File: src/hdl/video_forward_clock_config_regs.vh
`ifndef VIDEO_FORWARD_CLOCK_CONFIG_REGS_VH
`define VIDEO_FORWARD_CLOCK_CONFIG_REGS_VH

// register indices; byte address is four times the index
`define IDX_SYNC_LOW_PERIOD_LOW_BYTE  8'h1c
`define IDX_FRAME_COUNT_LIMIT_HIGH    8'h1d
`define IDX_FRAME_COUNT_LIMIT_LOW     8'h1e
`define IDX_OUTPUT_CLOCK_CONTROL      8'h1f
`define IDX_PORT_FORWARD_CONTROL      8'h20
`define IDX_SYNC_LOW_PERIOD_HIGH_BYTE 8'h1b
`define IDX_SYNC_CONTROL              8'h18

`define RST_SYNC_LOW_PERIOD_LOW_BYTE  8'h00
`define RST_SYNC_LOW_PERIOD_HIGH_BYTE 8'h00
`define RST_FRAME_COUNT_LIMIT_HIGH    8'h00
`define RST_FRAME_COUNT_LIMIT_LOW     8'h04
`define RST_OUTPUT_CLOCK_CONTROL      8'h02
`define RST_PORT_FORWARD_CONTROL      8'hf0
`define RST_SYNC_CONTROL              8'h00

// output clock control fields
`define OCC_OSC_SELECT_BIT   3
`define OCC_REF_MODE_BIT     2
`define OCC_SPEED_MSB        1
`define OCC_SPEED_LSB        0
`define OCC_WRITE_MASK       8'h0f
`define SPEED_400M           2'h3

// port forward control fields
`define PFC_OFF_LSB          4
`define PFC_SELECT_LSB       0

// sync control fields
`define SC_ENABLE_BIT        0
`define SC_SEPARATE_BIT      1

`define AXI_RESP_OKAY        2'h0
`define AXI_RESP_SLVERR      2'h2

`endif

File: src/hdl/video_forward_clock_config.v
// Behaviour
// - low period bits 7:0, read/write, reset zero
// - high byte gives bits 15:8, combined
// - separate mode: generator held off, sync_out low
// - frame limit high:low, reset 0x0004
// - unpacketized mode inserts frame number in packets
// - count from one, wrap after limit
// - oscillator select bit picks reference, reset zero
// - two-bit speed field, reset 10
// - port n forward off at bit 4+n
// - port n output select at bit n
//
// Register access over AXI4-Lite was chosen for this implementation.
`timescale 1ns/1ps
`include "video_forward_clock_config_regs.vh"

module video_forward_clock_config (
    input  wire        clk,
    input  wire        reset_n,
    input  wire [9:0]  s_axi_awaddr,
    input  wire        s_axi_awvalid,
    output wire        s_axi_awready,
    input  wire [31:0] s_axi_wdata,
    input  wire [3:0]  s_axi_wstrb,
    input  wire        s_axi_wvalid,
    output wire        s_axi_wready,
    output reg  [1:0]  s_axi_bresp,
    output reg         s_axi_bvalid,
    input  wire        s_axi_bready,
    input  wire [9:0]  s_axi_araddr,
    input  wire        s_axi_arvalid,
    output wire        s_axi_arready,
    output reg  [31:0] s_axi_rdata,
    output reg  [1:0]  s_axi_rresp,
    output reg         s_axi_rvalid,
    input  wire        s_axi_rready,
    input  wire        raw_mode,
    input  wire        frame_start,
    input  wire        frame_end,
    output reg  [15:0] frame_number,
    output reg         sync_out,
    output wire        internal_oscillator_select,
    output wire        ref_clock_100m,
    output wire [1:0]  tx_speed,
    output wire [3:0]  port_forward_off,
    output wire [3:0]  port_output_select
);

////////////////////////////////////////////////////////////////////////////////
reg  [7:0]  sync_low_period_low_byte;
reg  [7:0]  sync_low_period_high_byte;
reg  [7:0]  sync_control;
reg  [7:0]  frame_count_limit_high;
reg  [7:0]  frame_count_limit_low;
reg  [7:0]  output_clock_control;
reg  [7:0]  port_forward_control;
reg         aw_held;
reg  [7:0]  aw_index;
reg         w_held;
reg  [7:0]  w_data;
reg         w_lane0;
wire        do_write;
reg  [7:0]  read_value;
reg         read_hit;
reg         write_hit;
wire        reg_write;
wire        port0_forward_off;
wire        port1_forward_off;
wire        port2_forward_off;
wire        port3_forward_off;
wire        port0_output_select;
wire        port1_output_select;
wire        port2_output_select;
wire        port3_output_select;

function [7:0] word_index;
    input [9:0] addr;
    begin
        word_index = addr[9:2];
    end
endfunction

function index_match;
    input [7:0] held;
    input [7:0] idx;
    begin
        index_match = (held == idx);
    end
endfunction

function hit_index;
    input [7:0] idx;
    begin
        hit_index = (idx == `IDX_SYNC_LOW_PERIOD_LOW_BYTE) ||
                    (idx == `IDX_SYNC_LOW_PERIOD_HIGH_BYTE) ||
                    (idx == `IDX_SYNC_CONTROL) ||
                    (idx == `IDX_FRAME_COUNT_LIMIT_HIGH) ||
                    (idx == `IDX_FRAME_COUNT_LIMIT_LOW) ||
                    (idx == `IDX_OUTPUT_CLOCK_CONTROL) ||
                    (idx == `IDX_PORT_FORWARD_CONTROL);
    end
endfunction

////////////////////////////////////////////////////////////////////////////////
// write path: address and data taken in either order, one write at a time
assign s_axi_awready = !aw_held && !s_axi_bvalid;
assign s_axi_wready  = !w_held && !s_axi_bvalid;
assign do_write      = aw_held && w_held;

// taking and completing never meet: ready is low while held
always @(posedge clk) begin
    if (!reset_n) begin
        aw_held  <= 1'b0;
        aw_index <= 8'h00;
    end else if (s_axi_awvalid && s_axi_awready) begin
        aw_held  <= 1'b1;
        aw_index <= word_index(s_axi_awaddr);
    end else if (do_write) begin
        aw_held <= 1'b0;
    end
end

always @(posedge clk) begin
    if (!reset_n) begin
        w_held  <= 1'b0;
        w_data  <= 8'h00;
        w_lane0 <= 1'b0;
    end else if (s_axi_wvalid && s_axi_wready) begin
        w_held  <= 1'b1;
        w_data  <= s_axi_wdata[7:0];
        w_lane0 <= s_axi_wstrb[0];
    end else if (do_write) begin
        w_held <= 1'b0;
    end
end

always @(posedge clk) begin
    if (!reset_n) begin
        s_axi_bvalid <= 1'b0;
        s_axi_bresp  <= `AXI_RESP_OKAY;
    end else if (do_write) begin
        s_axi_bvalid <= 1'b1;
        s_axi_bresp  <= write_hit ? `AXI_RESP_OKAY : `AXI_RESP_SLVERR;
    end else if (s_axi_bvalid && s_axi_bready) begin
        s_axi_bvalid <= 1'b0;
    end
end

always @* begin
    write_hit = hit_index(aw_index);
end

// only byte lane 0 carries register data; upper lanes are ignored
assign reg_write = do_write && w_lane0;

always @(posedge clk) begin
    if (!reset_n) begin
        sync_low_period_low_byte <= `RST_SYNC_LOW_PERIOD_LOW_BYTE;
    end else if (reg_write && index_match(aw_index, `IDX_SYNC_LOW_PERIOD_LOW_BYTE)) begin
        sync_low_period_low_byte <= w_data;
    end
end

always @(posedge clk) begin
    if (!reset_n) begin
        sync_low_period_high_byte <= `RST_SYNC_LOW_PERIOD_HIGH_BYTE;
    end else if (reg_write && index_match(aw_index, `IDX_SYNC_LOW_PERIOD_HIGH_BYTE)) begin
        sync_low_period_high_byte <= w_data;
    end
end

always @(posedge clk) begin
    if (!reset_n) begin
        sync_control <= `RST_SYNC_CONTROL;
    end else if (reg_write && index_match(aw_index, `IDX_SYNC_CONTROL)) begin
        sync_control <= w_data;
    end
end

always @(posedge clk) begin
    if (!reset_n) begin
        frame_count_limit_high <= `RST_FRAME_COUNT_LIMIT_HIGH;
    end else if (reg_write && index_match(aw_index, `IDX_FRAME_COUNT_LIMIT_HIGH)) begin
        frame_count_limit_high <= w_data;
    end
end

always @(posedge clk) begin
    if (!reset_n) begin
        frame_count_limit_low <= `RST_FRAME_COUNT_LIMIT_LOW;
    end else if (reg_write && index_match(aw_index, `IDX_FRAME_COUNT_LIMIT_LOW)) begin
        frame_count_limit_low <= w_data;
    end
end

// upper nibble reserved, reads zero
always @(posedge clk) begin
    if (!reset_n) begin
        output_clock_control <= `RST_OUTPUT_CLOCK_CONTROL;
    end else if (reg_write && index_match(aw_index, `IDX_OUTPUT_CLOCK_CONTROL)) begin
        output_clock_control <= w_data & `OCC_WRITE_MASK;
    end
end

always @(posedge clk) begin
    if (!reset_n) begin
        port_forward_control <= `RST_PORT_FORWARD_CONTROL;
    end else if (reg_write && index_match(aw_index, `IDX_PORT_FORWARD_CONTROL)) begin
        port_forward_control <= w_data;
    end
end

////////////////////////////////////////////////////////////////////////////////
// read path
assign s_axi_arready = !s_axi_rvalid;

always @* begin
    read_hit = hit_index(word_index(s_axi_araddr));
    case (word_index(s_axi_araddr))
        `IDX_SYNC_LOW_PERIOD_LOW_BYTE: begin
            read_value = sync_low_period_low_byte;
        end
        `IDX_SYNC_LOW_PERIOD_HIGH_BYTE: begin
            read_value = sync_low_period_high_byte;
        end
        `IDX_SYNC_CONTROL: begin
            read_value = sync_control;
        end
        `IDX_FRAME_COUNT_LIMIT_HIGH: begin
            read_value = frame_count_limit_high;
        end
        `IDX_FRAME_COUNT_LIMIT_LOW: begin
            read_value = frame_count_limit_low;
        end
        `IDX_OUTPUT_CLOCK_CONTROL: begin
            read_value = output_clock_control;
        end
        `IDX_PORT_FORWARD_CONTROL: begin
            read_value = port_forward_control;
        end
        default: begin
            read_value = 8'h00;
        end
    endcase
end

always @(posedge clk) begin
    if (!reset_n) begin
        s_axi_rvalid <= 1'b0;
        s_axi_rdata  <= 32'h0000_0000;
        s_axi_rresp  <= `AXI_RESP_OKAY;
    end else if (s_axi_arvalid && s_axi_arready) begin
        s_axi_rvalid <= 1'b1;
        s_axi_rdata  <= {24'h00_0000, read_value};
        s_axi_rresp  <= read_hit ? `AXI_RESP_OKAY : `AXI_RESP_SLVERR;
    end else if (s_axi_rvalid && s_axi_rready) begin
        s_axi_rvalid <= 1'b0;
    end
end

////////////////////////////////////////////////////////////////////////////////
// clock and forwarding controls, straight from the registers
assign internal_oscillator_select = output_clock_control[`OCC_OSC_SELECT_BIT];
// no lockout of 100 MHz with 400 Mbps: software must avoid it
assign ref_clock_100m = output_clock_control[`OCC_REF_MODE_BIT];
assign tx_speed = output_clock_control[`OCC_SPEED_MSB:`OCC_SPEED_LSB];
// two named bits per receive port: forward off and output select
assign port0_forward_off   = port_forward_control[`PFC_OFF_LSB + 0];
assign port1_forward_off   = port_forward_control[`PFC_OFF_LSB + 1];
assign port2_forward_off   = port_forward_control[`PFC_OFF_LSB + 2];
assign port3_forward_off   = port_forward_control[`PFC_OFF_LSB + 3];
assign port0_output_select = port_forward_control[`PFC_SELECT_LSB + 0];
assign port1_output_select = port_forward_control[`PFC_SELECT_LSB + 1];
assign port2_output_select = port_forward_control[`PFC_SELECT_LSB + 2];
assign port3_output_select = port_forward_control[`PFC_SELECT_LSB + 3];
assign port_forward_off   = {port3_forward_off, port2_forward_off,
                             port1_forward_off, port0_forward_off};
assign port_output_select = {port3_output_select, port2_output_select,
                             port1_output_select, port0_output_select};

////////////////////////////////////////////////////////////////////////////////
// frame number counter
wire [15:0] frame_limit = {frame_count_limit_high, frame_count_limit_low};
reg  [15:0] next_count;
reg  [15:0] count;
reg         in_frame;

always @* begin
    if (frame_limit == 16'h0000) begin
        next_count = 16'h0000;
    end else if (count >= frame_limit || count == 16'h0000) begin
        next_count = 16'h0001;
    end else begin
        next_count = count + 16'h0001;
    end
end

// number latched at frame start holds through frame end
always @(posedge clk) begin
    if (!reset_n) begin
        count        <= 16'h0000;
        frame_number <= 16'h0000;
        in_frame     <= 1'b0;
    end else if (raw_mode) begin
        if (frame_start && !in_frame) begin
            in_frame     <= 1'b1;
            count        <= next_count;
            frame_number <= next_count;
        end else if (frame_end && in_frame) begin
            in_frame <= 1'b0;
        end
        if (frame_limit == 16'h0000 && !in_frame) begin
            count <= 16'h0000;
        end
    end
end

////////////////////////////////////////////////////////////////////////////////
// sync generator, sixteen-bit low period only; held off in separate mode
wire [15:0] low_period = {sync_low_period_high_byte, sync_low_period_low_byte};
reg  [15:0] period_count;

always @(posedge clk) begin
    if (!reset_n) begin
        sync_out     <= 1'b0;
        period_count <= 16'h0000;
    end else if (!sync_control[`SC_ENABLE_BIT] || sync_control[`SC_SEPARATE_BIT]) begin
        sync_out     <= 1'b0;
        period_count <= 16'h0000;
    end else if (!sync_out) begin
        // value+1 cycles low; high phase kept to one cycle here
        if (period_count >= low_period) begin
            sync_out     <= 1'b1;
            period_count <= 16'h0000;
        end else begin
            period_count <= period_count + 16'h0001;
        end
    end else begin
        sync_out <= 1'b0;
    end
end

endmodule

File: config.mk
export PLATFORM = sky130hd
export DESIGN_NAME = video_forward_clock_config
export DESIGN_NICKNAME = d
export VERILOG_FILES = /design/src/hdl/video_forward_clock_config.v
export VERILOG_INCLUDE_DIRS = /design/src /design/src/hdl
export SDC_FILE = /design/constraint.sdc
export NUM_CORES = 1
export LEC_CHECK = 0
export BUFFER_PORTS_ARGS = -buffer_cell sky130_fd_sc_hd__buf_2
export CORE_ASPECT_RATIO = 1.75
export CORE_MARGIN = 2
export CORE_UTILIZATION = 45
export CTS_CLUSTER_DIAMETER = 50
export DETAILED_ROUTE_END_ITERATION = 8
export GPL_TIMING_DRIVEN = 0
export PLACE_DENSITY = 0.73
export SLEW_MARGIN = 20
export SYNTH_ARGS = -nofsm -noshare
export SYNTH_HDL_FRONTEND = slang
export SYNTH_SLANG_ARGS = --single-unit
File: constraint.sdc
create_clock -name clk -period 3.2 [get_ports clk]
set_clock_uncertainty 0.05 [all_clocks]
set_input_delay 0.32 -clock clk [delete_from_list [all_inputs] [get_ports clk]]
set_output_delay 0.32 -clock clk [all_outputs]
set_load 0.005 [all_outputs]
==> summary.log <==
qor: status.run_status finished, final reports clean
qor: routing.drt_iter0_markers 427
qor: cts.post-cts-setup-buffers 0
qor: power_and_ir_drop.pwr-share-clk 49.5%
qor: power_and_ir_drop.total_internal_power 2.93 mW
qor: cts.cts_buffers 17
qor: die.initial_utilization 46.0%
qor: synth.yosys.cell_count.top_type dfxtp_1
qor: global_route.grt_use_total 22.9%
qor: placed_design.dp_hpwl 14500 um
qor: die.die_y 167 um
qor: worst_setup_path.r2r_start count[0]
qor: synth.netlist_top_cells_count 133 x dfxtp_1, 89 x nand2_1, 82 x nor2_1
qor: synth.portion_of_the_post_synthesis_area_used_by_sequential_elements 39.0%
qor: worst_setup_path.critical-path-slowest-cell nor3_2
qor: timing.share_of_the_clock_period_used_by_the_worst_path_after_layout 81.5%
qor: synth.post_synth_inst_count 796
qor: global_route.globalRouteOverflowTotal 0
qor: timing.maxClockFrequency 384 MHz
qor: power_and_ir_drop.p_per_area 477 nW/um^2
qor: power_and_ir_drop.switchingPower 0.939 mW
qor: timing.final_max_slew_viol_count 0
qor: global_route.grt_antenna_before_repair 0
qor: cts.cts_stage_hold_buffer_count 0
qor: timing.timing.max_slew.rel_slack 38.3%
qor: synth.synthArstFlopShare 0%
qor: synth.synth_top_area_share 39.0%
qor: synth.yosys_register_bits 133
qor: routing.wl 18600 um
qor: timing.setup_viol_count_final 0
qor: routing.detailroute.via_count 6069
qor: power_and_ir_drop.power.share.switching 24.3%
qor: cts.worstSkewPairLatency 420 ps
qor: die.die_area 16200 sq um
qor: worst_hold_path.destination_of_the_worst_hold_path s_axi_rvalid
qor: routing.drt_pass1_iterations 7
qor: worst_setup_path.largest_stage_delay_on_the_critical_path 480 ps
qor: timing.rsz0062_at_grt false
qor: power_and_ir_drop.design_power_total 3.87 mW
qor: worst_setup_path.crit_chain inv_1, ha_1, nand2b_1, a2111oi_0, or4b_1, nand3_1, nor3_2, a22o_2
qor: global_route.grtUsageMet3 3.94%
qor: global_route.grt_util_met1 22.0%
qor: timing.report.final.hold_viol_count 0
qor: cells_and_area.antenna_cells_inserted 0
qor: worst_setup_path.critPathCaptureType flip-flop
qor: power_and_ir_drop.p_seq_share 44.0%
qor: worst_setup_path.critPathKind reg -> reg
qor: synth.synth_ff_type dfxtp_1
qor: cts.clockBufferDepth 2
qor: power_and_ir_drop.combPwrFrac 6.5%
qor: timing.timing.final.crit_period 2610 ps
qor: die.die_width 97.2 um
qor: worst_hold_path.holdCritStartpoint s_axi_rready
qor: synth.synth_edf_count 0
qor: die.fp.coreArea 14800 sq um
qor: placed_design.count_of_input_and_output_buffers 76
qor: worst_setup_path.number_of_cells_on_the_worst_reg_to_reg_path 8
qor: worst_setup_path.crit_fanout 7
qor: worst_hold_path.timing.hold.worst_path_depth 2
qor: flow_run.max_cap_violations 0
qor: global_route.grt_pass1_wl 29500 um
qor: cells_and_area.nets_final 1017
qor: die.top_level_ports 136
qor: placed_design.routabilityCongestion 0.954
qor: global_route.grt.met2_usage 44.4%
qor: cts.postCtsResizedCells 0
qor: synth.summed_instance_area_of_the_synthesized_netlist 6830 sq um
qor: worst_setup_path.reg2reg_to count[8]
qor: cts.root_buffer clkbuf_16
qor: worst_hold_path.hold_path.class in -> reg
qor: cells_and_area.drive_above_1_share 16.6%
qor: cells_and_area.finish.instance_area 8120 sq um
qor: power_and_ir_drop.p_leak 3.36 nW
qor: cts.tritoncts yes
qor: synth.post_synth_num_cell_types 64
qor: timing.final.setup.tns 0 ps
qor: placed_design.placed_area 7540 sq um
qor: global_route.grt_max_degree 17
qor: routing.wire_per_inst 16.8 um
qor: routing.drt.antenna.violating_nets 0
qor: cells_and_area.nFillCells 1380
qor: worst_setup_path.start_kind flip-flop
qor: synth.synth_top_cells_by_area dfxtp_1 39%, mux2i_1 7.0%, ha_1 6.4%
qor: synth.yosysWarnings 0
qor: global_route.first_global_vias 5983
qor: die.rows 59
qor: timing.max_slew.worst_pin.slew 918 ps
qor: cts.clkSlewWorstSetupHoldPaths 60 ps
qor: synth.postSynthAreaPerCell 8.58 sq um
qor: routing.via_per_inst 5.46
qor: cts.ctsHtreeMaxLevel 4
qor: global_route.gr-max-usage-layer met2
qor: routing.drt_drc_violations_left 0
qor: synth.synthDominantAreaCellType dfxtp_1
qor: cells_and_area.area.growth.synth_to_final 18.8%
qor: worst_setup_path.worst_ep_required_time 3510 ps
qor: worst_setup_path.r2r_setup_slack 590 ps
qor: worst_setup_path.critical_path_arrival 2910 ps
qor: power_and_ir_drop.max-vdd-ir-drop 0.358 mV
qor: cts.sink_count 133
## power groups by stage
stage	logic, mW	clock network [mW]	registers, mW
6_report	0.251	1.92	1.70
5_1_grt	0.274	2.01	1.70
4_1_cts	0.249	1.94	1.70
3_5_place_dp	0.248	0	1.74
3_3_place_gp	0.246	0	1.74
2_1_floorplan	0.163	0	1.73
## state kept, by name, indices dropped and copies added (netlist names), 4 cells and up
name	cells
aw_index	8
count	16
frame_count_limit_high	8
frame_count_limit_low	8
frame_number	16
output_clock_control	4
period_count	16
port_forward_control	8
s_axi_rdata	8
sync_control	8
sync_low_period_high_byte	8
sync_low_period_low_byte	8
w_data	8
## worst max path at each step
stage / from / slack (ps) / to / depth (start not counted)
after CTS: count[0] / 570 / count[8] / 8
after floorplan: frame_count_limit_high[6] / 940 / frame_number[10] / 10
final: count[0] / 590 / count[8] / 8
after detailed placement: count[0] / 600 / count[8] / 8
after global placement: count[0] / 550 / count[8] / 8
after global routing: count[0] / 400 / count[8] / 8
## worst max-delay path, delay by kind of cell, from the launching register on
family	cells	cell delay [ps]
compound gates	2	680
fa+ha+maj	1	260
buf+inv	1	80
flops	1	390
simple gates	4	1080
## layer usage
metal	part of all wire, %	routed length (um)
met5	0	0
met4	5.6	1040
met3	4.3	799
met2	55	10200
met1	35	6560
## area by class of cell
cell class / count / area [sq um] / share of cell area (%)
multi-input combinational: 582 / 3730 / 46.0
sequential: 133 / 2660 / 32.8
clock buffer: 19 / 433 / 5.33
buffer: 69 / 393 / 4.84
timing repair buffer: 76 / 380 / 4.68
tap: 183 / 229 / 2.82
clock inverter: 13 / 150 / 1.85
inverter: 37 / 139 / 1.71
## stage by stage
step / instances / worst slack (ps) / hold WS, ps / utilization (%)
6_report: 1112 / 593 / 38.7 / 54.7
5_1_grt: 1112 / 403 / 37.4 / 54.7
4_1_cts: 1112 / 570 / 17.1 / 54.7
3_5_place_dp: 1080 / 600 / 398 / 50.8
3_3_place_gp: 1080 / 547 / 394 / 50.8
2_1_floorplan: 821 / 940 / 369 / -
## kinds of logic (layout without fill, tap and decap cells)
group | count (synthesis) | after routing | synth area share, %
and+or+nand+nor | 291 | 291 | 20.8
AOI/OAI and AO/OA | 147 | 147 | 14.3
DFF | 133 | 133 | 39.0
buffers and inverters | 106 | 214 | 7.78
muxes | 53 | 53 | 7.86
adders and majority gates | 35 | 35 | 6.41
xor gates and xnor gates | 30 | 30 | 3.85
other | 1 | 26 | 0.0549
## cell usage in the layout (no fill, tap or decap), types with 7 or more instances in the layout
cell type / n
a21oi_1: 46
a22o_1: 8
a22oi_1: 10
a32oi_1: 9
buf_2: 80
buf_4: 27
clkbuf_1: 34
clkbuf_16: 17
conb_1: 26
dfxtp_1: 133
ha_1: 35
inv_1: 37
mux2i_1: 48
nand2_1: 89
nand2b_1: 7
nand3_1: 27
nand4_1: 10
nor2_1: 82
nor2b_1: 7
nor4_1: 22
o21ai_0: 27
o31ai_1: 7
xnor2_1: 9
xor2_1: 21
Note: power is estimated with default switching activity, not from simulation.
